`src/cmvr_params.svh`:
```
/*
  register offsets, field positions, reset values and ramp codes
  of the clock monitor and volume ramp block.
  assumes inclusion by bare name from the package and the design.
*/
`ifndef CMVR_PARAMS_SVH
`define CMVR_PARAMS_SVH

// ==========================================================
// register offsets
`define CMVR_OFS_CLOCK_DETECT_FLAGS 8'h39
`define CMVR_OFS_DIGITAL_VOLUME_LEVEL 8'h4C
`define CMVR_OFS_VOLUME_RAMP_CONFIG 8'h4E

// ==========================================================
// reset values
`define CMVR_RST_CLOCK_DETECT_FLAGS 8'h00
`define CMVR_RST_DIGITAL_VOLUME_LEVEL 8'h30
`define CMVR_RST_VOLUME_RAMP_CONFIG 8'h33

// ==========================================================
// clock detect flag bit positions
`define CMVR_BIT_BCLK_RATE_ERR 5
`define CMVR_BIT_PLL_OVER_RATE 4
`define CMVR_BIT_PLL_LOCKED 3
`define CMVR_BIT_BCLK_MISSING 2
`define CMVR_BIT_BCLK_VALID 1
`define CMVR_BIT_FS_ERROR 0
`define CMVR_FLAGS_RO_MASK 8'h3F

// ==========================================================
// volume_ramp_config field positions (low bit of each pair)
`define CMVR_POS_FALL_INTERVAL 6
`define CMVR_POS_FALL_STEP 4
`define CMVR_POS_RISE_INTERVAL 2
`define CMVR_POS_RISE_STEP 0

// ==========================================================
// codes and limits
`define CMVR_INTERVAL_INSTANT 2'b11
`define CMVR_VOL_MUTE 8'hFF
`define CMVR_VOL_0DB 8'h30
`define CMVR_RATIO_MIN 10'h020
`define CMVR_RATIO_MAX 10'h200

`endif

```
`src/cmvr_pkg.sv`:
```
/*
  types of the clock monitor and volume ramp block.
  assumes cmvr_params.svh is on the include path.
*/
`include "cmvr_params.svh"

package cmvr_pkg;

  // ==========================================================
  // whole state of the block
  typedef struct packed {
    logic [7:0] flags;
    logic [1:0] flags_rsvd;
    logic [7:0] volume_code;
    logic [7:0] ramp_cfg;
    logic [7:0] applied;
    logic [1:0] tick_cnt;
    logic [7:0] rdata;
    logic ramping;
  } cmvr_state_t;

endpackage

```
`src/cmvr_clock_monitor_volume_ramp.sv`:
```
/*
  clock detect status register and shared digital volume with a
  programmable ramp toward the written volume code.
  assumes a register port on the same clock, detector levels from
  neighbouring units on the same clock, and a one-cycle sample tick.
*/
`timescale 1ns/1ps
`default_nettype none
`include "cmvr_params.svh"

module cmvr_clock_monitor_volume_ramp (
  input wire logic clk,
  input wire logic sys_rst,
  input wire logic reg_wr_en,
  input wire logic [7:0] reg_addr,
  input wire logic [7:0] reg_wdata,
  output logic [7:0] reg_rdata,
  input wire logic sample_tick,
  input wire logic bclk_rate_err,
  input wire logic pll_over_rate,
  input wire logic pll_enabled,
  input wire logic pll_locked,
  input wire logic bclk_missing,
  input wire logic bclk_ratio_stable,
  input wire logic [9:0] bclk_ratio,
  input wire logic fs_auto_mode,
  input wire logic fs_rate_invalid,
  input wire logic fs_cfg_mismatch,
  output logic [7:0] applied_volume,
  output logic volume_ramping
);
  import cmvr_pkg::*;

  // ==========================================================
  // helpers
  function automatic logic [7:0] step_units(input logic [1:0] sel);
    unique case (sel)
      2'b00: step_units = 8'h08;
      2'b01: step_units = 8'h04;
      2'b10: step_units = 8'h02;
      2'b11: step_units = 8'h01;
    endcase
  endfunction

  function automatic logic [1:0] interval_last(input logic [1:0] sel);
    unique case (sel)
      2'b00: interval_last = 2'd0;
      2'b01: interval_last = 2'd1;
      2'b10: interval_last = 2'd3;
      2'b11: interval_last = 2'd0;
    endcase
  endfunction

  cmvr_state_t s_q;
  cmvr_state_t s_d;
  logic [1:0] fall_int;
  logic [1:0] fall_stp;
  logic [1:0] rise_int;
  logic [1:0] rise_stp;
  logic falling;
  logic rising;
  logic [1:0] cur_int;
  logic [7:0] gap;
  logic [7:0] step;
  logic update;

  assign fall_int = s_q.ramp_cfg[`CMVR_POS_FALL_INTERVAL +: 2];
  assign fall_stp = s_q.ramp_cfg[`CMVR_POS_FALL_STEP +: 2];
  assign rise_int = s_q.ramp_cfg[`CMVR_POS_RISE_INTERVAL +: 2];
  assign rise_stp = s_q.ramp_cfg[`CMVR_POS_RISE_STEP +: 2];
  // higher code means lower gain
  assign falling = s_q.volume_code > s_q.applied;
  assign rising = s_q.volume_code < s_q.applied;
  assign cur_int = falling ? fall_int : rise_int;
  assign gap = falling ? 8'(s_q.volume_code - s_q.applied) : 8'(s_q.applied - s_q.volume_code);
  assign step = falling ? step_units(fall_stp) : step_units(rise_stp);
  assign update = sample_tick && (s_q.tick_cnt == interval_last(cur_int));

  // ==========================================================
  // next state
  always_comb
  begin
    s_d = s_q;
    // detect flags follow live detector levels
    s_d.flags = 8'h00;
    s_d.flags[`CMVR_BIT_BCLK_RATE_ERR] = bclk_rate_err;
    s_d.flags[`CMVR_BIT_PLL_OVER_RATE] = pll_over_rate;
    s_d.flags[`CMVR_BIT_PLL_LOCKED] = pll_enabled && pll_locked;
    s_d.flags[`CMVR_BIT_BCLK_MISSING] = bclk_missing;
    s_d.flags[`CMVR_BIT_BCLK_VALID] = bclk_ratio_stable
      && (bclk_ratio >= `CMVR_RATIO_MIN) && (bclk_ratio <= `CMVR_RATIO_MAX);
    // no ignore input gates this flag
    s_d.flags[`CMVR_BIT_FS_ERROR] = fs_auto_mode ? fs_rate_invalid : fs_cfg_mismatch;
    // register writes; status bits 5..0 are read-only
    if (reg_wr_en)
    begin
      unique case (reg_addr)
        `CMVR_OFS_CLOCK_DETECT_FLAGS: s_d.flags_rsvd = reg_wdata[7:6];
        `CMVR_OFS_DIGITAL_VOLUME_LEVEL: s_d.volume_code = reg_wdata;
        `CMVR_OFS_VOLUME_RAMP_CONFIG: s_d.ramp_cfg = reg_wdata;
        default: s_d.flags_rsvd = s_q.flags_rsvd;
      endcase
    end
    // ramp engine
    if (!(falling || rising))
    begin
      s_d.tick_cnt = 2'd0;
    end
    else if (cur_int == `CMVR_INTERVAL_INSTANT)
    begin
      s_d.applied = s_q.volume_code;
      s_d.tick_cnt = 2'd0;
    end
    else if (update)
    begin
      s_d.tick_cnt = 2'd0;
      if (gap <= step)
      begin
        s_d.applied = s_q.volume_code;
      end
      else if (falling)
      begin
        s_d.applied = 8'(s_q.applied + step);
      end
      else
      begin
        s_d.applied = 8'(s_q.applied - step);
      end
    end
    else if (sample_tick)
    begin
      s_d.tick_cnt = 2'(s_q.tick_cnt + 2'd1);
    end
    s_d.ramping = (s_d.applied != s_d.volume_code);
    // read data, registered; unmapped reads zero
    unique case (reg_addr)
      `CMVR_OFS_CLOCK_DETECT_FLAGS: s_d.rdata = {s_q.flags_rsvd, s_q.flags[5:0]};
      `CMVR_OFS_DIGITAL_VOLUME_LEVEL: s_d.rdata = s_q.volume_code;
      `CMVR_OFS_VOLUME_RAMP_CONFIG: s_d.rdata = s_q.ramp_cfg;
      default: s_d.rdata = 8'h00;
    endcase
  end

  // ==========================================================
  // state register
  always_ff @(posedge clk)
  begin
    if (sys_rst)
    begin
      s_q.flags <= `CMVR_RST_CLOCK_DETECT_FLAGS;
      s_q.flags_rsvd <= 2'b00;
      s_q.volume_code <= `CMVR_RST_DIGITAL_VOLUME_LEVEL;
      s_q.ramp_cfg <= `CMVR_RST_VOLUME_RAMP_CONFIG;
      s_q.applied <= `CMVR_RST_DIGITAL_VOLUME_LEVEL;
      s_q.tick_cnt <= 2'd0;
      s_q.rdata <= 8'h00;
      s_q.ramping <= 1'b0;
    end
    else
    begin
      s_q <= s_d;
    end
  end

  assign reg_rdata = s_q.rdata;
  assign applied_volume = s_q.applied;
  assign volume_ramping = s_q.ramping;

  // ==========================================================
  // assertions
  AST_BCLK_RATE: assert property (@(posedge clk) disable iff (sys_rst)
    ##1 s_q.flags[5] == $past(bclk_rate_err)) else $error("rate flag wrong");
  AST_PLL_OVER: assert property (@(posedge clk) disable iff (sys_rst)
    ##1 s_q.flags[4] == $past(pll_over_rate)) else $error("pll over flag wrong");
  AST_PLL_LOCK: assert property (@(posedge clk) disable iff (sys_rst)
    !pll_enabled |=> !s_q.flags[3]) else $error("disabled pll shows locked");
  AST_BCLK_MISS: assert property (@(posedge clk) disable iff (sys_rst)
    bclk_missing |=> s_q.flags[2]) else $error("missing flag not set");
  AST_BCLK_VALID: assert property (@(posedge clk) disable iff (sys_rst)
    (!bclk_ratio_stable || bclk_ratio < 10'h020 || bclk_ratio > 10'h200) |=> !s_q.flags[1])
    else $error("invalid bit clock reported valid");
  AST_FS_ERR: assert property (@(posedge clk) disable iff (sys_rst)
    ##1 s_q.flags[0] == ($past(fs_auto_mode) ? $past(fs_rate_invalid) : $past(fs_cfg_mismatch)))
    else $error("rate error flag wrong");
  AST_FLAGS_RO: assert property (@(posedge clk) disable iff (sys_rst)
    reg_wr_en && reg_addr == 8'h39 && !bclk_missing |=> !s_q.flags[2])
    else $error("write reached read-only flag");
  AST_VOL_WRITE: assert property (@(posedge clk) disable iff (sys_rst)
    reg_wr_en && reg_addr == 8'h4C |=> s_q.volume_code == $past(reg_wdata))
    else $error("volume write lost");
  AST_INSTANT: assert property (@(posedge clk) disable iff (sys_rst)
    falling && fall_int == 2'b11 |=> applied_volume == $past(s_q.volume_code))
    else $error("instant fall missed");
  AST_FALL_STEP: assert property (@(posedge clk) disable iff (sys_rst)
    falling && update && fall_int != 2'b11 && gap > step
    |=> applied_volume == 8'($past(s_q.applied) + $past(step)))
    else $error("fall step wrong");
  AST_RISE_STEP: assert property (@(posedge clk) disable iff (sys_rst)
    rising && update && rise_int != 2'b11 && gap > step
    |=> applied_volume == 8'($past(s_q.applied) - $past(step)))
    else $error("rise step wrong");
  AST_RISE_HOLD: assert property (@(posedge clk) disable iff (sys_rst)
    rising && !sample_tick && rise_int != 2'b11 |=> applied_volume == $past(s_q.applied))
    else $error("rise moved without tick");
  AST_NO_OVERSHOOT: assert property (@(posedge clk) disable iff (sys_rst)
    falling && !(reg_wr_en && reg_addr == 8'h4C) |=> applied_volume <= s_q.volume_code)
    else $error("fall overshot target");
  AST_ZERO_DB: assert property (@(posedge clk)
    sys_rst |=> applied_volume == 8'h30) else $error("reset volume not 0 dB");

  // ==========================================================
  // further flag and ramp checks
  AST_PLL_LOCK_ON: assert property (@(posedge clk) disable iff (sys_rst)
    pll_enabled && pll_locked |=> s_q.flags[3])
    else $error("locked pll shows unlocked");

  AST_MISS_CLEAR: assert property (@(posedge clk) disable iff (sys_rst)
    !bclk_missing |=> !s_q.flags[2])
    else $error("missing flag set without cause");

  AST_BCLK_OK: assert property (@(posedge clk) disable iff (sys_rst)
    bclk_ratio_stable && bclk_ratio >= 10'h020 && bclk_ratio <= 10'h200 |=> s_q.flags[1])
    else $error("valid bit clock reported invalid");

  AST_FS_NO_IGNORE: assert property (@(posedge clk) disable iff (sys_rst)
    fs_auto_mode && fs_rate_invalid |=> s_q.flags[0])
    else $error("rate error flag suppressed");

  AST_FLAGS_READ: assert property (@(posedge clk) disable iff (sys_rst)
    reg_addr == 8'h39 |=> reg_rdata[5:0] == $past(s_q.flags[5:0]))
    else $error("flag read differs from detectors");

  AST_RSVD_WRITE: assert property (@(posedge clk) disable iff (sys_rst)
    reg_wr_en && reg_addr == 8'h39 |=> s_q.flags_rsvd == $past(reg_wdata[7:6]))
    else $error("reserved flag bits not stored");

  AST_VOL_READ: assert property (@(posedge clk) disable iff (sys_rst)
    reg_addr == 8'h4C |=> reg_rdata == $past(s_q.volume_code))
    else $error("volume read wrong");

  AST_CFG_WRITE: assert property (@(posedge clk) disable iff (sys_rst)
    reg_wr_en && reg_addr == 8'h4E |=> s_q.ramp_cfg == $past(reg_wdata))
    else $error("ramp config write lost");

  AST_RESET_CFG: assert property (@(posedge clk)
    sys_rst |=> s_q.ramp_cfg == 8'h33) else $error("reset ramp config wrong");

  AST_RISE_INSTANT: assert property (@(posedge clk) disable iff (sys_rst)
    rising && rise_int == 2'b11 |=> applied_volume == $past(s_q.volume_code))
    else $error("instant rise missed");

  AST_FALL_HOLD: assert property (@(posedge clk) disable iff (sys_rst)
    falling && !sample_tick && fall_int != 2'b11 |=> applied_volume == $past(s_q.applied))
    else $error("fall moved without tick");

  AST_FALL_INTERVAL: assert property (@(posedge clk) disable iff (sys_rst)
    falling && sample_tick && fall_int == 2'b10 && s_q.tick_cnt != 2'd3
    |=> applied_volume == $past(s_q.applied))
    else $error("fall updated before fourth tick");

  AST_TICK_COUNT: assert property (@(posedge clk) disable iff (sys_rst)
    sample_tick && (falling || rising) && !update && cur_int != 2'b11
    |=> s_q.tick_cnt == 2'($past(s_q.tick_cnt) + 2'd1))
    else $error("tick count wrong");

  AST_RISE_NO_OVERSHOOT: assert property (@(posedge clk) disable iff (sys_rst)
    rising && !(reg_wr_en && reg_addr == 8'h4C) |=> applied_volume >= s_q.volume_code)
    else $error("rise overshot target");

  AST_LAND: assert property (@(posedge clk) disable iff (sys_rst)
    (falling || rising) && update && cur_int != 2'b11 && gap <= step
    |=> applied_volume == $past(s_q.volume_code))
    else $error("last step missed target");

  AST_SETTLED: assert property (@(posedge clk) disable iff (sys_rst)
    !falling && !rising |=> applied_volume == $past(s_q.applied))
    else $error("settled volume moved");

  AST_RAMP_FLAG: assert property (@(posedge clk) disable iff (sys_rst)
    volume_ramping == (applied_volume != s_q.volume_code))
    else $error("ramping status wrong");


  COV_FALL: cover property (@(posedge clk) disable iff (sys_rst) falling ##1 update);
  COV_RISE: cover property (@(posedge clk) disable iff (sys_rst) rising ##1 update);
  COV_LAND: cover property (@(posedge clk) disable iff (sys_rst)
    volume_ramping ##1 !volume_ramping);
  COV_VALID: cover property (@(posedge clk) disable iff (sys_rst) s_q.flags[1]);
  COV_INSTANT: cover property (@(posedge clk) disable iff (sys_rst)
    falling && fall_int == 2'b11);

endmodule // cmvr_clock_monitor_volume_ramp

`default_nettype wire

```
`config.mk`:
```
export PLATFORM = sky130hd
export DESIGN_NAME = cmvr_clock_monitor_volume_ramp
export DESIGN_NICKNAME = d
export VERILOG_FILES = /design/src/cmvr_pkg.sv /design/src/cmvr_clock_monitor_volume_ramp.sv
export VERILOG_INCLUDE_DIRS = /design/src
export SDC_FILE = /design/constraint.sdc
export NUM_CORES = 1
export LEC_CHECK = 0
export BUFFER_PORTS_ARGS = -buffer_cell sky130_fd_sc_hd__buf_2
export CAP_MARGIN = 5
export CORE_MARGIN = 2
export CORE_UTILIZATION = 50
export CTS_BUF_LIST = sky130_fd_sc_hd__clkbuf_8
export DETAILED_ROUTE_END_ITERATION = 10
export PLACE_DENSITY = 0.74
export SYNTH_ARGS = -nofsm -noshare
export SYNTH_HDL_FRONTEND = slang
export SYNTH_SLANG_ARGS = --single-unit
```
`constraint.sdc`:
```
create_clock -name clk -period 4.6 [get_ports clk]
set_clock_uncertainty 0.15 [all_clocks]
set_input_delay 0.23 -clock clk [delete_from_list [all_inputs] [get_ports clk]]
set_output_delay 0.23 -clock clk [all_outputs]
set_load 0.01 [all_outputs]
```
# Yosys cells after proc, flatten, opt, wreduce, memory -nomap -nowiden
# Cells that the tools add are included.
# word_totals
mem_bits_ro	0
memories	0
word_cells	63
ram_bits	0
reg_bits	43
output_inout_bits	17
latchBits	0
# op_classes
addsub	5
n_mux	18
mul	0
n_bitwise	1
n_eq_ne	14
shift	0
div	0
order_cmp	5
reduce_logical	12
# ops
operator	count
8-bit two-way mux	8
8-bit one-hot mux with 4 select lines	2
8-bit one-hot mux with 3 select lines	1
8-bit subtractor	3
8-bit by 7-bit == test with 1-bit output, second input constant	2
16-bit two-way mux	1
2-bit == test, second input constant	6
10-bit by 6-bit >= comparator with 1-bit output, second input constant	1
10-bit less-or-equal comparator, second input constant	1
10-bit two-way mux	1
8-bit adder	1
8-bit by 6-bit == test with 1-bit output, second input constant	1
8-bit greater-than comparator	1
8-bit less-or-equal comparator	1
8-bit < comparator	1
8-bit inequality test	1
2-bit by 1-bit == test with 1-bit output, second input constant	3
2-bit logical NOT	3
2-bit two-way mux	3
2-bit one-hot mux with 3 select lines	1
1-bit logical AND	4
2-bit AND reduction	2
4-bit OR reduction	1
2-bit by 1-bit adder with 2-bit output, second input constant	1
other kinds (5)	5

# Depth between registers and ports, before layout
# Gate-level depths: netlist (run 1).
# depth
word_depth	11
ltp_mapped	27

# Worst setup path before layout (run 1)
# Ideal clock, no wire load.
# synth_path
path_type	reg-to-reg
start	reg s_q[27] (netlist name)
end	reg s_q (netlist bit volume_ramping)
setup_slack_ps	-27
setup_ps	133
t_arrival_ps	4345
required_ps	4317
stages_incl_launch_ff	26
synth_period_minus_slack_ps	4627
cell_sequence	dfxtp_1 -> clkbuf_1 -> inv_1 -> ha_1 -> inv_1 -> fa_1 -> nand3_1 -> a21oi_1 -> o21a_1 -> inv_2 -> clkbuf_1 -> nand3_1 -> o21ai_0 -> inv_1 -> ha_1 -> a21o_1 -> fa_1 -> nand2b_1 -> a21oi_1 -> a21o_1 -> a21oi_1 -> xnor2_1 -> o32a_1 -> mux2_2 -> a21oi_1 -> a31oi_1
# synth_via
elab_chain_len	11
elab_cells_between_ends	27
cone_classes	4 x add/sub; 3 x order compare; 5 x eq/ne; 11 x mux; 4 x reduce/logical
# synth_lines
element	line_no	source
from (decl)	cmvr_clock_monitor_volume_ramp.sv:54	cmvr_state_t s_q;
parallel branches: the longest is 10 deep, another holds 8-bit greater-than comparator	-	
8-bit inequality test *	cmvr_clock_monitor_volume_ramp.sv:134	s_d.ramping = (s_d.applied != s_d.volume_code);
# Mark *: on every way between the ends.
# A chain may end at the register's enable or synchronous reset.

# Final worst setup path (run 1)
# layout_path
start	reg s_q (netlist bit applied_volume[1])
end	reg s_q (netlist bit volume_ramping)
# layout_via
elab_chain_len	11
elab_cells_between_ends	25
cone_classes	4 x add/sub; 3 x order compare; 5 x eq/ne; 9 x mux; 4 x reduce/logical
# layout_lines
element	line_no	source
parallel branches: the longest is 9 deep, another holds 8-bit greater-than comparator	-	
8-bit two-way mux *	cmvr_clock_monitor_volume_ramp.sv:105	if (!(falling || rising))
8-bit inequality test *	cmvr_clock_monitor_volume_ramp.sv:134	
# Marks and branches as above.

==> results of run 1 <==
-- Yosys cell counts (all sizes together) (9+ instances only) --
cell and n:
nand3 15, inv 26, clkbuf 13, mux2i 11, nor2 43, xnor2 13
o21ai 12, dfxtp 43, buf 24, nor2b 9, nand2 48, nor3 11
a21oi 23, ha 30
-- path summary, 6_finish.rpt --
| kind | start | end | slack, ns | depth (start not counted) |
|---|---|---|---|---|
| max reg2reg | applied_volume[1] | volume_ramping | -0.02 | 20 |
| min reg2reg | s_q[35] | s_q[35] | 0.31 | 2 |
| min | fs_cfg_mismatch | s_q[37] | 0.02 | 3 |
| max | applied_volume[1] | volume_ramping | -0.02 | 20 |
-- timing repair --
| item | 4_1_cts | 5_1_grt |
|---|---|---|
| endpoints found under the setup margin | 1 | 2 |
| hold buffers | 5 | 0 |
| gates resized for setup | 6 | 46 |
| pin swaps | 0 | 17 |
| endpoints found under the hold margin | 4 | 0 |
| cloned | 0 | 0 |
| setup buffers | 0 | 7 |
-- registers in the layout, summed over array words and instances (netlist names) --
name,cells
applied_volume,8
fall_int,2
fall_stp,2
reg_rdata,8
rise_int,2
rise_stp,2
s_q,18
volume_ramping,1
-- worst max-delay path, stage by stage, from the launching register on --
cell	delay (ns)
dfxtp_1	0.35
inv_1	0.15
ha_4	0.32
nand4_1	0.09
or2_1	0.28
o21a_4	0.16
buf_4	0.15
nor3b_1	0.34
a31oi_1	0.17
buf_4	0.21
xor2_1	0.16
ha_1	0.37
nand2b_4	0.08
a21oi_4	0.15
a21o_1	0.15
a21oi_2	0.07
xnor2_1	0.14
o32a_1	0.42
mux2_4	0.33
a21oi_2	0.13
a31oi_1	0.10
-- routing by layer --
| layer | track usage [%] | up-vias | wire, microns |
|---|---|---|---|
| li1 | - | 1741 | - |
| met1 | 37.5 | 1727 | 4800 |
| met2 | 45.2 | 191 | 5440 |
| met3 | 3.14 | 27 | 834 |
| met4 | 8.01 | 0 | 308 |
| met5 | 0 | - | 0 |
-- report_power, final --
| group | total, mW | internal (mW) | switching, mW |
|---|---|---|---|
| Clock | 0.303 | 0.159 | 0.144 |
| Combinational | 2.45 | 1.14 | 1.31 |
| Sequential | 0.429 | 0.409 | 0.0201 |
| Total | 3.18 | 1.71 | 1.48 |
-- layout by cell type (no fill, tap or decap), types with 8 or more instances in the layout --
cell type	instances
a21oi_1	16
a222oi_1	8
buf_2	55
buf_4	43
dfxtp_1	39
ha_1	22
inv_1	23
mux2i_1	9
nand2_1	45
nand3_1	13
nor2_1	39
nor2b_1	9
xnor2_1	12
-- per-stage QoR --
| step | power (mW) | TNS, ns | instances | setup WS [ns] |
|---|---|---|---|---|
| after detailed placement | 2.47 | -0.0857 | 603 | -0.0857 |
| after global placement | 2.46 | -0.0109 | 603 | -0.0109 |
| after CTS | 2.82 | 0 | 615 | 0.00812 |
| final | 3.18 | -0.0238 | 622 | -0.0238 |
| after floorplan | 1.92 | 0 | 448 | 0.0609 |
| after global routing | 3.38 | -0.172 | 622 | -0.172 |
-- layout make-up --
cell class              count  area share [%]
clock buffers               5            1.52
clock inverters             2           0.830
inverters                  26            2.21
multi-input cells         342            58.7
flip-flops and latches     43            19.2
well taps                  99            2.74
repair buffers            105            14.8
-- logic make-up after synthesis --
logic type               after synthesis
flip-flops                            43
adder cells (fa/ha/maj)               33
multiplexers                          14
AO/OA/AOI/OAI                        105
XOR/XNOR                              20
buffers and inverters                 63
AND/OR/NAND/NOR                      170
==> out/metrics.yaml, run 1 <==
grt_pass1_vias: 3328
cts.sinks: 43
insertion_delay_ns: 0.31
netlist-cell-type-count: 76
cts_tree: "built"
regArea_sq_um: 868
synth_top_area_share_pct: 23.8
tightest_slew_ns: 0.810
path_class: "flop to flop"
syn_area_per_cell_sq_um: 8.08
synthArstFlopShare_pct: 0
drtAntennaViolNets: 0
final_core_util_pct: 63.4
worstSetupStartpointType: "flop"
finalWeightedCongestion: 1.05
power_leakage_nw: 1.94
clk_pin_slew_ns: 0.10
synth_compound_area_share_pct: 21.6
fin_nets: 595
post-route-period-util_pct: 101
drv_slew: 0
grt_use_total_pct: 27.3
synth.area.top_cells: "dfxtp_1 24%, ha_1 10%, nand2_1 4.8%"
synth_mux_area_share_pct: 4.18
hold_violations: 0
via_per_inst: 5.93
violations: "negative setup slack"
final_area_sq_um: 4520
max-cap-violations: 0
finalWirelength_mm: 11.4
slew_headroom_pct: 45.9
fin_crit_ns: 4.62
fillers: 644
clk_path_buf_depth: 2
firstDrtPassIters: 5
pin_count: 56
start_util_pct: 50.7
core_area_sq_um: 7140
synth_fa_ha_area_share_pct: 12.0
drt_iter0_markers: 419
pwr_density_cell_nw_per_um2: 703
synth_fp_nets: 520
h-tree-depth: 2
dp_hpwl_mm: 8.51
synth_area_leader_cell: "dfxtp_1"
synth_xor_area_share_pct: 4.84
fp.dieH_microns: 89.1
layout-drive-gt1-share_pct: 32.1
antenna_found_initial: 0
finalSetupViolations: 1
multi_input_area_sq_um: 2650
cp-end-kind: "flop"
max_freq_mhz: 216
peakVddDrop_v: 0.000387
cts_root_buf: "clkbuf_8"
cts_buffers: 5
synth_edf_count: 0
portBuffers: 55
wl_per_cell_microns: 18.3
area_growth_pct: 25.0
num_antenna_cells: 0
hold_class: "primary input to flop"
synth_seq_area_share_pct: 23.8
grt_pass1_wl_mm: 16.6
synth_top_family_by_area: "simple AND/OR/NAND/NOR gates"
required_ns: 4.60
synth_seq_cells: 43
ys_warn_count: 0
grt_overflow_total: 0
die_w_microns: 89.1
hold_ws_ns: 0.0233
synth_simple_gate_area_share_pct: 24.4
ys_dominant_reg_cell: "dfxtp_1"
worstPathMaxFanout: 4
route.detailed.drc: 0
placed_area_sq_um: 4070
dieArea_sq_um: 7930
syn_inst: 448
worst_slack_ns: -0.0238
arrival_ns: 4.62
grt_max_degree: 37
vias: 3686
status: "complete, but fails checks"
fp-row-count: 31
synthesis.area_sq_um: 3620
No activity file was read; power rests on OpenSTA's default activity.
==> run 2, diff against run 1 <==
--- a/config.mk
+++ b/config.mk
@@ -6,6 +6,7 @@
 export SDC_FILE = /design/constraint.sdc
 export NUM_CORES = 1
 export LEC_CHECK = 0
+export ABC_AREA = 1
 export BUFFER_PORTS_ARGS = -buffer_cell sky130_fd_sc_hd__buf_2
 export CAP_MARGIN = 5
 export CORE_MARGIN = 2
@@ -13,6 +14,7 @@
 export CTS_BUF_LIST = sky130_fd_sc_hd__clkbuf_8
 export DETAILED_ROUTE_END_ITERATION = 10
 export PLACE_DENSITY = 0.74
+export RECOVER_POWER = 100
 export SYNTH_ARGS = -nofsm -noshare
 export SYNTH_HDL_FRONTEND = slang
 export SYNTH_SLANG_ARGS = --single-unit
==> run 2 against run 1 <==
Compared with the run above:
- the run now ends clean
- non-clock buffer count is 26 lower
- setup slack better by 0.34 ns
- area after synthesis fell by 0.38%
- routed wire length fell by 11%
- critical path depth up 14
- sequential power is essentially flat
- worst hold slack lost 0.016 ns
- final area down 7.9%
- register-to-register slack improved by 0.34 ns
- total power down 14%
- maximum frequency is 7.9% higher
- synthesized cell count grew 29%
- critical endpoint unchanged
- highest routed layer unchanged
==> out/metrics.yaml, run 2 <==
status: "finished, final reports clean"
synth_seq_cells: 43  # unchanged
pin_count: 56  # unchanged
path_class: "flop to flop"
synth_area_leader_cell: "dfxtp_1"
dp_hpwl_mm: 7.90  # -7.2%
grt_max_degree: 27  # -27%
seqPwrFrac_pct: 15.5  # +2.0 points
fin_nets: 707  # +19%
arrival_ns: 4.31  # -0.31 ns
rrSetupSlack_ns: 0.31  # +0.34 ns
synth_edf_count: 0  # unchanged
tightest_slew_ns: 0.615  # -0.195 ns
grt_overflow_total: 0  # unchanged
place_ws_ns: -0.0349  # +0.0509 ns
yosysMostFrequentCell: "nand2_1"
ys_warn_count: 0  # unchanged
min_path_cells: 3  # unchanged
hold_violations: 0  # unchanged
r2r_cells: 34  # +70%
cts.sinks: 43  # unchanged
synth_seq_area_share_pct: 23.9  # +0.091 points
required_ns: 4.63  # +0.03 ns
synthArstFlopShare_pct: 0  # unchanged
start_util_pct: 52.5  # +1.8 points
core_area_sq_um: 6870  # -3.8%
slew_headroom_pct: 58.6  # +13 points
post-route-period-util_pct: 93.2  # -7.3 points
final_core_util_pct: 60.6  # -2.7 points
via_per_inst: 5.18  # -13%
p_sw_mw: 1.46  # -0.87%
grt_pass1_wl_mm: 15.9  # -4.0%
syn_area_per_cell_sq_um: 6.26  # -23%
grt_use_total_pct: 25.7  # -1.6 points
cts_root_buf: "clkbuf_8"
hp-start: "bclk_ratio_stable"
pwr_density_cell_nw_per_um2: 659  # -6.3%
synth_top_area_share_pct: 23.9  # +0.091 points
final_common_cell: "nand2_1"
route.detailed.drc: 0  # unchanged
wl_per_cell_microns: 13.8  # -25%
crit_path_frequent_cell: "nand2_1"
area_growth_pct: 15.5
slowest_stage: "ha_2"
final_cell_mix: "172 x nand2_1, 85 x inv_1, 44 x a21oi_1, 42 x buf_2, 40 x dfxtp_1"
layout-drive-gt1-share_pct: 15.1  # -17 points
synth_fp_nets: 648  # +25%
clk_pin_slew_ns: 0.08  # -0.02 ns
vias: 3795  # +3.0%
internal-power_mw: 1.28  # -25%
dieArea_sq_um: 7900  # -0.36%
fillers: 677  # +5.1%
regMostFlops: "s_q"
fp-row-count: 30  # -3.2%
largest_reg_flops: 18  # unchanged
power_mw: 2.75  # -14%
fin_crit_ns: 4.29  # -0.338 ns
h-tree-depth: 2  # unchanged
r2r-start: "applied_volume[7]"
clk_path_buf_depth: 2  # unchanged
power_leakage_nw: 2.19  # +13%
clkPwrFrac_pct: 8.9  # -0.6 points
timing.rr.end: "volume_ramping"
peakVddDrop_v: 0.000305  # -21%
drtAntennaViolNets: 0  # unchanged
synth_common_cells: "173 x nand2_1, 86 x inv_1, 48 x a21oi_1"
hold_ws_ns: 0.00682  # -0.0165 ns
ys_dominant_reg_cell: "dfxtp_1"
max-cap-violations: 0  # unchanged
antenna_found_initial: 0  # unchanged
cp-end-kind: "flop"
syn_inst: 576  # +29%
netlist-cell-type-count: 39  # -49%
p_comb_share_pct: 75.6  # -1.4 points
cts_tree: "built"
critical_path.max_stage_delay_ns: 0.38  # -0.04 ns
num_antenna_cells: 0  # unchanged
firstDrtPassIters: 6  # +1
swShare_pct: 53.3  # +6.9 points
worstSetupStartpointType: "flop"
drt_iter0_markers: 252  # -40%
finalWirelength_mm: 10.1  # -11%
finalWeightedCongestion: 0.974  # -7.2%
grt_pass1_vias: 3476  # +4.4%
hold_end: "s_q[38]"
finalSetupViolations: 0  # -1
fp.dieH_microns: 88.9  # -0.18%
cts_buffers: 5  # unchanged
max_freq_mhz: 233  # +7.9%
worstPathMaxFanout: 6  # +2
hold_class: "primary input to flop"
worst_slack_ns: 0.314  # +0.338 ns
drv_slew: 0  # unchanged
die_w_microns: 88.9  # -0.18%
synthesis.area_sq_um: 3600  # -0.38%
synth.area.top_cells: "dfxtp_1 24%, nand2_1 18%, ha_1 10%"
portBuffers: 55  # unchanged
insertion_delay_ns: 0.30  # about the same
==> run 2: changes by cell type after synthesis, sizes merged, moves of 6 or more <==
| cell | previous run | this run |
|---|---|---|
| nand4 | 6 | 13 |
| nand2 | 48 | 178 |
| nor3 | 11 | 3 |
| a21oi | 23 | 48 |
| nand2b | 8 | 0 |
| mux2i | 11 | 0 |
| a222oi | 8 | 0 |
| a211o | 7 | 0 |
| o21a | 8 | 1 |
| o21ai | 12 | 35 |
| nand3 | 15 | 31 |
| xnor2 | 13 | 7 |
| inv | 26 | 89 |
| nor2b | 9 | 0 |
==> run 2: cell type report <==
class / count / area (sq um) / share of cell area (%)
clock inverters: 3 / 16.3 / 0.391
clock buffers: 5 / 68.8 / 1.65
well taps: 96 / 120 / 2.88
multi-input cells: 414 / 2300 / 55.3
repair buffers: 79 / 443 / 10.6
flip-flops and latches: 43 / 865 / 20.8
inverters: 92 / 348 / 8.35
==> run 2: worst max path at each step <==
| stage | start | end |
|---|---|---|
| after detailed placement | applied_volume[5] | volume_ramping |
| final | applied_volume[7] | volume_ramping |
| after CTS | s_q[27] | volume_ramping |
| after floorplan | applied_volume[1] | volume_ramping |
| after global placement | applied_volume[5] | volume_ramping |
| after global routing | s_q[27] | volume_ramping |
==> run 2: through the flow <==
step | TNS [ns] | instance area (sq um) | std cells
2_1_floorplan | 0 | 3600 | 576
3_3_place_gp | 0 | 3960 | 717
3_5_place_dp | -0.0349 | 3960 | 717
4_1_cts | 0 | 4120 | 731
5_1_grt | -0.00662 | 4160 | 732
6_report | 0 | 4160 | 732
==> run 2: cell families after synthesis <==
logic type | count (synthesis) | synth area share [%]
and+or+nand+nor | 276 | 33.2
DFF | 43 | 23.9
adders and majority gates | 33 | 12.1
xor gates and xnor gates | 9 | 2.19
AOI/OAI and AO/OA | 96 | 14.4
buffers and inverters | 119 | 14.2
==> run 2: what timing repair did <==
| item | in CTS | in global routing |
|---|---|---|
| endpoints found under the hold margin | 5 | 0 |
| setup endpoints to repair | 1 | 5 |
| setup buffers | 0 | 1 |
| gates resized for setup | 3 | 21 |
| hold buffers | 6 | 0 |
| pin swaps | 0 | 2 |
==> run 2: per-layer routing <==
layer  up-vias  track usage, %  part of all wire, %
met2       141            43.8                   49
met4         0            5.65                 0.66
met3        10            3.60                  5.4
li1       1955               -                    -
met1      1689            34.8                   45
met5         -               0                    0
==> run 2: critical path: cells and delay by family, from the launching register on <==
kind | cells | cell delay, ns
fa+ha+maj | 3 | 0.90
compound gates | 5 | 0.58
buf+inv | 5 | 0.38
simple gates | 20 | 1.62
flops | 1 | 0.35
xor+xnor | 1 | 0.15
==> run 2: power groups by stage <==
stage	logic (mW)	registers, mW	clock network (mW)
global placement	1.93	0.432	0
global route	2.33	0.430	0.268
detailed placement	1.95	0.434	0
finish	2.07	0.426	0.244
CTS	1.97	0.425	0.249
floorplan	1.49	0.438	0
==> run 3, diff against run 2 <==
--- a/config.mk
+++ b/config.mk
@@ -6,7 +6,6 @@
 export SDC_FILE = /design/constraint.sdc
 export NUM_CORES = 1
 export LEC_CHECK = 0
-export ABC_AREA = 1
 export BUFFER_PORTS_ARGS = -buffer_cell sky130_fd_sc_hd__buf_2
 export CAP_MARGIN = 5
 export CORE_MARGIN = 2
==> run 3 against run 2 <==
Compared with the run above:
- the flow now finishes with violations (negative setup slack)
- routed wire length rose by 13%
- clock-buffer cell count did not move
- first-iteration DRC count rose by 50%
- register-to-register slack got worse by 0.32 ns
- non-clock buffer count rose by 26
- sequential share of layout area fell by 1.3 points
- critical path depth fell by 14
- setup slack got worse by 0.32 ns
- combinational power rose by 17%
- final area rose by 7.0%
- sequential cell count did not move
- critical endpoint unchanged
- largest cell class unchanged
- highest routed layer unchanged
==> out/metrics.yaml, run 3 (synthesis gave the netlist of run 1 again) <==
status: "complete, but fails checks"
violations: "negative setup slack"
grt_max_degree: 37  # +37%
clkPwrFrac_pct: 9.5  # +0.6 points
cts_buffers: 5  # unchanged
hold_ws_ns: 0.0246  # +0.0178 ns
required_ns: 4.60  # -0.03 ns
place_ws_ns: -0.0857  # -0.0509 ns
worstSetupStartpointType: "flop"
grt_overflow_total: 0  # unchanged
hp-start: "fs_cfg_mismatch"
cts_root_buf: "clkbuf_8"
antenna_found_initial: 0  # unchanged
final_area_sq_um: 4450  # +7.0%
cts_tree: "built"
final_core_util_pct: 62.4  # +1.8 points
power_leakage_nw: 1.88  # -14%
rrSetupSlack_ns: -0.007  # -0.32 ns
placed_area_sq_um: 4070  # +2.7%
portBuffers: 55  # unchanged
grt_pass1_wl_mm: 16.6  # +4.2%
vias: 3732  # -1.7%
grt_use_total_pct: 27.3  # +1.6 points
h-tree-depth: 2  # unchanged
tightest_slew_ns: 0.800  # +0.185 ns
r2r_cells: 20  # -41%
hold_end: "s_q[37]"
largest_reg_flops: 18  # unchanged
hold_violations: 0  # unchanged
arrival_ns: 4.61  # +0.30 ns
min_path_cells: 3  # unchanged
p_comb_share_pct: 76.9  # +1.3 points
worst_slack_ns: -0.00742  # -0.321 ns
final_cell_mix: "46 x nand2_1, 45 x buf_2, 39 x nor2_1, 39 x dfxtp_1, 37 x buf_4"
area_growth_pct: 23.1
dp_hpwl_mm: 8.51  # +7.7%
layout-drive-gt1-share_pct: 28.1  # +13 points
via_per_inst: 6.00  # +16%
finalWeightedCongestion: 1.05  # +7.7%
pin_count: 56  # unchanged
route.detailed.drc: 0  # unchanged
dieArea_sq_um: 7930  # +0.36%
die_w_microns: 89.1  # +0.18%
path_class: "flop to flop"
cts.sinks: 43  # unchanged
max_freq_mhz: 217  # -7.0%
finalSetupViolations: 1  # +1
peakVddDrop_v: 0.000386  # +27%
hold_class: "primary input to flop"
post-route-period-util_pct: 100  # +7.0 points
worstPathMaxFanout: 4  # -2
pwr_density_cell_nw_per_um2: 710  # +7.8%
insertion_delay_ns: 0.30  # about the same
wl_per_cell_microns: 18.3  # +33%
grt_pass1_vias: 3328  # -4.3%
firstDrtPassIters: 7  # +1
timing.rr.end: "volume_ramping"
start_util_pct: 50.7  # -1.8 points
drv_slew: 0  # unchanged
drtAntennaViolNets: 0  # unchanged
core_area_sq_um: 7140  # +3.9%
p_sw_mw: 1.47  # +0.68%
r2r-start: "applied_volume[1]"
regMostFlops: "s_q"
clk_path_buf_depth: 2  # unchanged
seqPwrFrac_pct: 13.6  # -1.9 points
slew_headroom_pct: 46.7  # -12 points
internal-power_mw: 1.69  # +32%
cp-end-kind: "flop"
swShare_pct: 46.5  # -6.7 points
drt_iter0_markers: 378  # +50%
finalSetupTns_ns: -0.00742  # -0.00742 ns
fp.dieH_microns: 89.1  # +0.18%
final_common_cell: "nand2_1"
num_antenna_cells: 0  # unchanged
clk_pin_slew_ns: 0.09  # about the same
max-cap-violations: 0  # unchanged
fin_nets: 595  # -16%
fin_crit_ns: 4.61  # +0.321 ns
fp-row-count: 31  # +3.3%
finalWirelength_mm: 11.4  # +13%
run 3: cell count changes in the layout (fill, tap and decap cells not counted), sizes merged, moves of 9 or more:
cell   previous run  this run
nor2b             0         9
mux2i             0        11
o21ai            35        12
nand3            31        15
buf              57        84
a21oi            48        23
nand2           178        48
inv              90        26
run 3: power groups by stage:
stage / logic, mW / registers, mW / clock network, mW
after global placement: 2.03 / 0.431 / 0
final: 2.43 / 0.429 / 0.302
after global routing: 2.62 / 0.432 / 0.314
after CTS: 2.09 / 0.424 / 0.306
after detailed placement: 2.04 / 0.432 / 0
after floorplan: 1.47 / 0.442 / 0
run 3: worst max-delay path by stage:
stage | startpoint | endpoint
floorplan | s_q[27] | volume_ramping
global placement | applied_volume[0] | volume_ramping
detailed placement | applied_volume[0] | volume_ramping
CTS | applied_volume[0] | volume_ramping
global route | applied_volume[3] | volume_ramping
finish | applied_volume[1] | volume_ramping
run 3: area by class of cell:
| type | count | area, sq um |
|---|---|---|
| Timing Repair Buffer | 105 | 636 |
| Tap cell | 99 | 124 |
| Inverter | 26 | 100 |
| Multi-Input combinational cell | 342 | 2620 |
| Clock buffer | 5 | 68.8 |
| Fill cell | 663 | 2680 |
| Clock inverter | 2 | 37.5 |
| Sequential cell | 43 | 868 |
run 3: timing repair:
item	in CTS	in global routing
buffers inserted	0	7
gates resized for setup	6	46
hold buffers	5	0
hold endpoints to repair	4	0
setup endpoints to repair	1	2
pin swaps	0	17
run 3: through the flow:
step	std cells	power, mW
6_report	622	3.16
4_1_cts	615	2.82
3_3_place_gp	603	2.46
2_1_floorplan	448	1.92
3_5_place_dp	603	2.47
5_1_grt	622	3.37
run 3: per-layer routing:
metal	share of wire, %	track usage, %	up-vias
met1	42	37.5	1764
li1	-	-	1746
met2	48	45.2	193
met3	7.5	3.14	29
met5	0	0	-
met4	2.6	8.01	0
run 3: worst max-delay path, stage by stage (launching register included):
cell      delay [ns]
dfxtp_1         0.35
inv_1           0.15
ha_4            0.32
nand4_1         0.09
or2_1           0.28
o21a_4          0.16
buf_4           0.15
nor3b_1         0.33
a31oi_1         0.17
buf_4           0.21
xor2_1          0.16
ha_1            0.37
nand2b_4        0.08
a21oi_4         0.15
a21o_1          0.14
a21oi_2         0.06
xnor2_1         0.14
o32a_1          0.42
mux2_4          0.33
a21oi_2         0.13
a31oi_1         0.09
